===== config.mk =====
export PLATFORM = sky130hd
export DESIGN_NAME = etsc_top
export DESIGN_NICKNAME = d
export VERILOG_FILES = /design/src/verilog/etsc_pkg.sv /design/src/verilog/etsc_top.sv /design/src/verilog/etsc_stamp_bank.sv
export SDC_FILE = /design/constraint.sdc
export NUM_CORES = 1
export LEC_CHECK = 0
export ABC_AREA = 1
export BUFFER_PORTS_ARGS = -buffer_cell sky130_fd_sc_hd__buf_2
export CORE_UTILIZATION = 40
export CTS_CLUSTER_SIZE = 40
export DETAILED_ROUTE_END_ITERATION = 6
export PLACE_DENSITY = 0.73
export SLEW_MARGIN = 20
export SYNTH_ARGS = -nofsm -noshare
export SYNTH_HDL_FRONTEND = slang
export SYNTH_SLANG_ARGS = --single-unit

===== constraint.sdc =====
create_clock -name clock -period 3.4 [get_ports clock]
set_clock_uncertainty 0.1 [all_clocks]
set_input_delay 0.68 -clock clock [delete_from_list [all_inputs] [get_ports clock]]
set_output_delay 0.68 -clock clock [all_outputs]
set_load 0.05 [all_outputs]

===== src/verilog/etsc_pkg.sv =====
// Shared constants and types for the external event time stamp capture
package etsc_pkg;

  // ****************************************************************
  // Register offsets
  // ****************************************************************
  localparam logic [7:0] OFF_COUNT = 8'h26;
  localparam logic [7:0] OFF_HUNDREDTHS = 8'h27;
  localparam logic [7:0] OFF_SECONDS = 8'h28;
  localparam logic [7:0] OFF_MINUTES = 8'h29;

  // ****************************************************************
  // Reset values and field layout
  // ****************************************************************
  localparam logic [7:0] RST_COUNT = 8'h00;
  localparam logic [7:0] RST_STAMP = 8'h00;
  localparam logic [7:0] COUNT_ONE = 8'h01;
  localparam logic [7:0] COUNT_MAX = 8'hff;
  localparam logic [7:0] READ_ZERO = 8'h00;
  localparam logic [7:0] MASK_LOW7 = 8'h7f;

  // ****************************************************************
  // Power-up sequencing
  // ****************************************************************
  typedef enum logic [1:0] {
    ST_INIT = 2'b01,
    ST_RUN = 2'b10
  } etsc_state_e;

  // Bit 7 of the seconds and minutes stamps is forced low
  function automatic logic [7:0] etsc_mask7(input logic [7:0] value);
    etsc_mask7 = value & MASK_LOW7;
  endfunction

  // Next count value with wrap from the top back to zero
  function automatic logic [7:0] etsc_incr(input logic [7:0] value);
    etsc_incr = value + COUNT_ONE;
  endfunction

endpackage


===== src/verilog/etsc_top.sv =====
// External event counter and time stamp capture with read-only registers
//
// Operation
// - Eight-bit binary count of detected events
// - Count and stamps ignore host writes
// - Count wraps from 255 to zero
// - Every event after the seeding cycle counts, whatever overwrite select
// - Clear control zeroes the event count
// - Power-up: active input level seeds count one
// - Hundredths stamp: two BCD digits, full byte
// - Seconds stamp: two BCD digits, bits 6:0
// - Minutes stamp: two BCD digits, bits 6:0
// - Seconds and minutes top bits read zero, not writable
// - Keep first or last; clear zeroes stamps
`timescale 1ns/1ps
`default_nettype none

module etsc_top (
  // Clock and reset
  input wire logic clock,
  input wire logic rst,
  // Event detector side
  input wire logic event_input_pin,
  input wire logic event_level_select,
  input wire logic event_detected,
  // Control bits
  input wire logic event_overwrite_select,
  input wire logic event_stamp_clear,
  // Live clock values in BCD
  input wire logic [7:0] time_hundredths,
  input wire logic [7:0] time_seconds,
  input wire logic [7:0] time_minutes,
  // Register port
  input wire logic [7:0] reg_addr,
  input wire logic reg_rd,
  input wire logic reg_wr,
  input wire logic [7:0] reg_wdata,
  output logic [7:0] reg_rdata,
  output logic reg_rd_valid,
  // Status
  output logic [7:0] event_occurrence_count,
  output logic stamp_held
);

  // ****************************************************************
  // Declarations
  // ****************************************************************
  etsc_pkg::etsc_state_e state;
  etsc_pkg::etsc_state_e next_state;
  logic [7:0] next_count;
  logic next_stamp_held;
  logic [7:0] next_rdata;
  logic next_rd_valid;
  logic level_active;
  logic capture;
  logic [7:0] event_stamp_hundredths;
  logic [7:0] event_stamp_seconds;
  logic [7:0] event_stamp_minutes;

  // ****************************************************************
  // Event qualification
  // ****************************************************************
  // level select picks active level
  assign level_active = event_level_select ? event_input_pin
                                           : !event_input_pin;

  // first or last event kept
  // A clear in the same cycle frees the stamps, so the event still lands
  // Events in the seeding cycle are dropped, as for the count
  assign capture = event_detected && state == etsc_pkg::ST_RUN
                 && (event_overwrite_select || !stamp_held
                     || event_stamp_clear);

  // ****************************************************************
  // Power-up sequencing and event count
  // ****************************************************************
  always_comb begin
    next_state = state;
    next_count = event_occurrence_count;
    unique case (state)
      etsc_pkg::ST_INIT: begin
        // seed from the pin after release
        // Sampled one cycle after reset, as the async reset cannot load it
        next_count = level_active ? etsc_pkg::COUNT_ONE
                                  : etsc_pkg::RST_COUNT;
        next_state = etsc_pkg::ST_RUN;
      end
      etsc_pkg::ST_RUN: begin
        if (event_stamp_clear) begin
          next_count = etsc_pkg::RST_COUNT;
        end
        if (event_detected) begin
          // wraps to zero at the top
          // binary increment
          // An event beside a clear is kept: the count restarts at one
          next_count = event_stamp_clear ? etsc_pkg::COUNT_ONE
                                         : etsc_pkg::etsc_incr(
                                             event_occurrence_count);
        end
      end
    endcase
  end

  // Stamp held flag drives the keep-first choice
  always_comb begin
    next_stamp_held = stamp_held;
    if (event_stamp_clear) begin
      next_stamp_held = 1'b0;
    end
    if (capture) begin
      next_stamp_held = 1'b1;
    end
  end

  always_ff @(posedge clock or posedge rst) begin
    if (rst) begin
      state <= etsc_pkg::ST_INIT;
      event_occurrence_count <= etsc_pkg::RST_COUNT;
      stamp_held <= 1'b0;
    end else begin
      state <= next_state;
      event_occurrence_count <= next_count;
      stamp_held <= next_stamp_held;
    end
  end

  // ****************************************************************
  // Stamp storage
  // ****************************************************************
  etsc_stamp_bank u_bank (
    .clock(clock),
    .rst(rst),
    .capture(capture),
    .clear(event_stamp_clear),
    .time_hundredths(time_hundredths),
    .time_seconds(time_seconds),
    .time_minutes(time_minutes),
    .stamp_hundredths(event_stamp_hundredths),
    .stamp_seconds(event_stamp_seconds),
    .stamp_minutes(event_stamp_minutes)
  );

  // ****************************************************************
  // Register read port
  // ****************************************************************
  // writes never reach the stores
  // The write strobe and data are accepted and dropped on purpose
  always_comb begin
    next_rd_valid = reg_rd;
    next_rdata = reg_rdata;
    if (reg_rd) begin
      unique case (reg_addr)
        etsc_pkg::OFF_COUNT: next_rdata = event_occurrence_count;
        etsc_pkg::OFF_HUNDREDTHS: next_rdata = event_stamp_hundredths;
        etsc_pkg::OFF_SECONDS:
          next_rdata = etsc_pkg::etsc_mask7(event_stamp_seconds);
        etsc_pkg::OFF_MINUTES:
          next_rdata = etsc_pkg::etsc_mask7(event_stamp_minutes);
        default: next_rdata = etsc_pkg::READ_ZERO;
      endcase
    end
  end

  always_ff @(posedge clock or posedge rst) begin
    if (rst) begin
      reg_rdata <= etsc_pkg::READ_ZERO;
      reg_rd_valid <= 1'b0;
    end else begin
      reg_rdata <= next_rdata;
      reg_rd_valid <= next_rd_valid;
    end
  end
endmodule

`default_nettype wire


===== src/verilog/etsc_stamp_bank.sv =====
// Stamp registers for hundredths, seconds and minutes of an event
`timescale 1ns/1ps
`default_nettype none

module etsc_stamp_bank (
  // Clock and reset
  input wire logic clock,
  input wire logic rst,
  // Control
  input wire logic capture,
  input wire logic clear,
  // Live clock values
  input wire logic [7:0] time_hundredths,
  input wire logic [7:0] time_seconds,
  input wire logic [7:0] time_minutes,
  // Stored stamps
  output logic [7:0] stamp_hundredths,
  output logic [7:0] stamp_seconds,
  output logic [7:0] stamp_minutes
);

  logic [7:0] next_hundredths;
  logic [7:0] next_seconds;
  logic [7:0] next_minutes;

  // ****************************************************************
  // Capture and clear
  // ****************************************************************
  always_comb begin
    next_hundredths = stamp_hundredths;
    next_seconds = stamp_seconds;
    next_minutes = stamp_minutes;
    if (capture) begin
      next_hundredths = time_hundredths;
      next_seconds = etsc_pkg::etsc_mask7(time_seconds);
      next_minutes = etsc_pkg::etsc_mask7(time_minutes);
    end else if (clear) begin
      next_hundredths = etsc_pkg::RST_STAMP;
      next_seconds = etsc_pkg::RST_STAMP;
      next_minutes = etsc_pkg::RST_STAMP;
    end
  end

  always_ff @(posedge clock or posedge rst) begin
    if (rst) begin
      stamp_hundredths <= etsc_pkg::RST_STAMP;
      stamp_seconds <= etsc_pkg::RST_STAMP;
      stamp_minutes <= etsc_pkg::RST_STAMP;
    end else begin
      stamp_hundredths <= next_hundredths;
      stamp_seconds <= next_seconds;
      stamp_minutes <= next_minutes;
    end
  end
endmodule

`default_nettype wire


==> flow_summary.toml <==
[hold_path]
min_path_type = "flop to flop"
hold_depth = 2

[floorplanning]
die_area_um2 = 5470
io_pins = 67
dieWidth_um = 74.0
start_util_pct = 42.7
die_h_um = 74.0
row_count = 25
core_um2 = 4850

[cells_and_area]
layout.nets = 362
areaGrowthSynthToFinish_pct = 20.5
fillCellCount = 486
layout-drive-gt1-share_pct = 22.4
diodes = 0
utilization_pct = 51.5

[critical_path]
cp_cell_sequence = "buf_2"
end_kind = "output pin"
crit_required_ps = 2620
r2r_end = "u_bank.stamp_minutes[4]$_DFFE_PP0P_"
reg2reg_slack_ps = 1780
cp-endpoint = "event_occurrence_count[0]"
crit_family = "flip-flops"
arrival_ps = 1070
crit_buf_inv = 1
cp-start-kind = "flop"
reg2reg_from = "state[0]$_DFFE_PP1N_"
worst-path-stages = 1
path_max_fanout = 6
r2r_cells = 7
crit_start = "event_occurrence_count[0]$_DFFE_PP0P_"
cpMaxStageDelayCell = "dfrtp_1"
slowest_delay_ps = 470
critical_path_class = "flop to output pin"

[global_route]
grt_pass1_wl_mm = 7.13
gr-usage-all-layers_pct = 17.7
grt_pass1_vias = 1590
grt_overflow = 0
grt_max_degree = 45
antenna_found_initial = 0

[sta]
hold_viol_final = 0
worst-slew-pin-transition_ps = 680
rsz0062_at_grt = "false"
fmaxAchievable_mhz = 541
slew_violations = 0
finalSetupTns_ps = 0
period_minus_slack_ps = 1850
maxSlewHeadroom_pct = 54.6
finalSetupViolations = 0
holdWs_ps = 358
fin_crit_sh_pct = 54.3

[synth]
syn_area_um2 = 2070
yosysUniqueCellTypes = 24
syn_nets = 306
netlist_instances = 256
ys_seq_area_share_pct = 50.8
yosys_warnings = 0
synth-seq-cells = 42
synth_area_per_cell_um2 = 8.09

[placement]
dp_hpwl_mm = 3.19
gp_congestion = 0.779
port_buffers = 55

[cts]
insertion_delay_ps = 290
cts.reportedPaths.clkPinSlew_ps = 80
post_cts_buffers = 0
cts_tree = "yes"
clk_path_buf_depth = 2
post_cts_resized = 0
cts_buffers = 5
cts_hold_buf = 0
cts_root_buf = "clkbuf_8"
htree_levels = 2
clock-sinks = 42

[job]
maxCapViolCount = 0

[detailed_routing]
drt_iter0_drc = 116
wirelength_mm = 4.44
vias = 1785
vias_per_cell = 4.70
drc_errors = 0
firstDrtPassIters = 4
drtAntennaViolNets = 0
wire_per_inst_um = 11.7

[run_status]
status = "completed"

[power]
peakVddDrop_v = 0.000199
power.density_nw_per_um2 = 384
leakage_nw = 1.40
## metrics by stage
step / instances / total power [mW] / area (um^2) / worst slack (ps)
finish: 380 / 0.959 / 2490 / 1550
floorplan: 256 / 0.549 / 2070 / 1650
CTS: 380 / 0.968 / 2490 / 1550
global route: 380 / 1.00 / 2490 / 1500
detailed placement: 372 / 0.584 / 2390 / 1490
global placement: 372 / 0.583 / 2390 / 1520
## how the worst min path moves through the flow
stage / startpoint / endpoint / slack, ps
6_report: state[0]$_DFFE_PP1N_ / state[0]$_DFFE_PP1N_ / 360
5_1_grt: state[0]$_DFFE_PP1N_ / state[0]$_DFFE_PP1N_ / 400
4_1_cts: state[0]$_DFFE_PP1N_ / state[0]$_DFFE_PP1N_ / 360
3_5_place_dp: state[0]$_DFFE_PP1N_ / state[0]$_DFFE_PP1N_ / 350
3_3_place_gp: state[0]$_DFFE_PP1N_ / state[0]$_DFFE_PP1N_ / 340
2_1_floorplan: state[0]$_DFFE_PP1N_ / state[0]$_DFFE_PP1N_ / 340
## cell usage in the layout, fill, tap and decap left out, types with 3 or more instances in the layout
cell type | Yosys | routed
dfrtp_1 | 41 | 41
clkbuf_8 | 0 | 5
o21ai_1 | 22 | 22
nand2_1 | 49 | 49
nand3_1 | 58 | 58
inv_1 | 38 | 38
buf_2 | 3 | 55
buf_4 | 1 | 3
o21ai_0 | 10 | 10
a21oi_1 | 6 | 6
nor2_1 | 11 | 11
## registers in the layout (all words and copies together), names as in the netlist
name / flops
event_occurrence_count: 8
reg_rd_valid: 1
reg_rdata: 8
stamp_held: 1
state: 2
u_bank.stamp_hundredths: 8
u_bank.stamp_minutes: 7
u_bank.stamp_seconds: 7
## cell type report
type / count / area, um^2 / area share (%)
Timing Repair Buffer: 58 / 298 / 11.9
Sequential cell: 42 / 1050 / 42.2
Clock buffer: 7 / 76.3 / 3.06
Clock inverter: 1 / 30.0 / 1.20
Inverter: 39 / 146 / 5.87
Multi-Input combinational cell: 166 / 808 / 32.4
Tap cell: 67 / 83.8 / 3.36
## Yosys cell counts (all sizes together)
library cell  number  area share [%]
nand3             58              14
nand2             49             8.9
dfrtp             41              50
inv               39             7.1
o21ai             32             7.7
nor2              12             2.5
buf                8             2.9
a21oi              6             1.5
xor2               2            0.85
clkbuf             1            0.18
dfstp              1             1.3
ha                 1            0.60
nand3b             1            0.36
nor3               1            0.48
o21a               1            0.36
o31ai              1             1.0
or2                1            0.30
xnor2              1            0.42
## metal layers
metal  GRT usage (%)  part of all wire (%)  vias to the layer above  wire length (um)
met5               0                     0                        -                 0
li1                -                     -                      940                 -
met4            5.13                  0.88                        0                39
met2            27.9                    45                       54              2000
met3            5.69                   6.5                        4               290
met1            23.6                    47                      787              2110
## power by group
part	leakage (nW)	switching, mW	total [mW]	internal [mW]
Combinational	0.765	0.0461	0.0699	0.0238
Sequential	0.579	0.00253	0.503	0.501
Clock	0.0524	0.166	0.386	0.220
## cell families after synthesis
kind of cell               Yosys count  synth area share [%]
AOI/OAI and AO/OA                   40                  10.6
xor gates and xnor gates             3                  1.27
adders and majority gates            1                 0.604
buffers and inverters               48                  10.2
DFF                                 42                  50.8
and+or+nand+nor                    122                  26.6
Note: power is estimated with default switching activity, not from simulation.
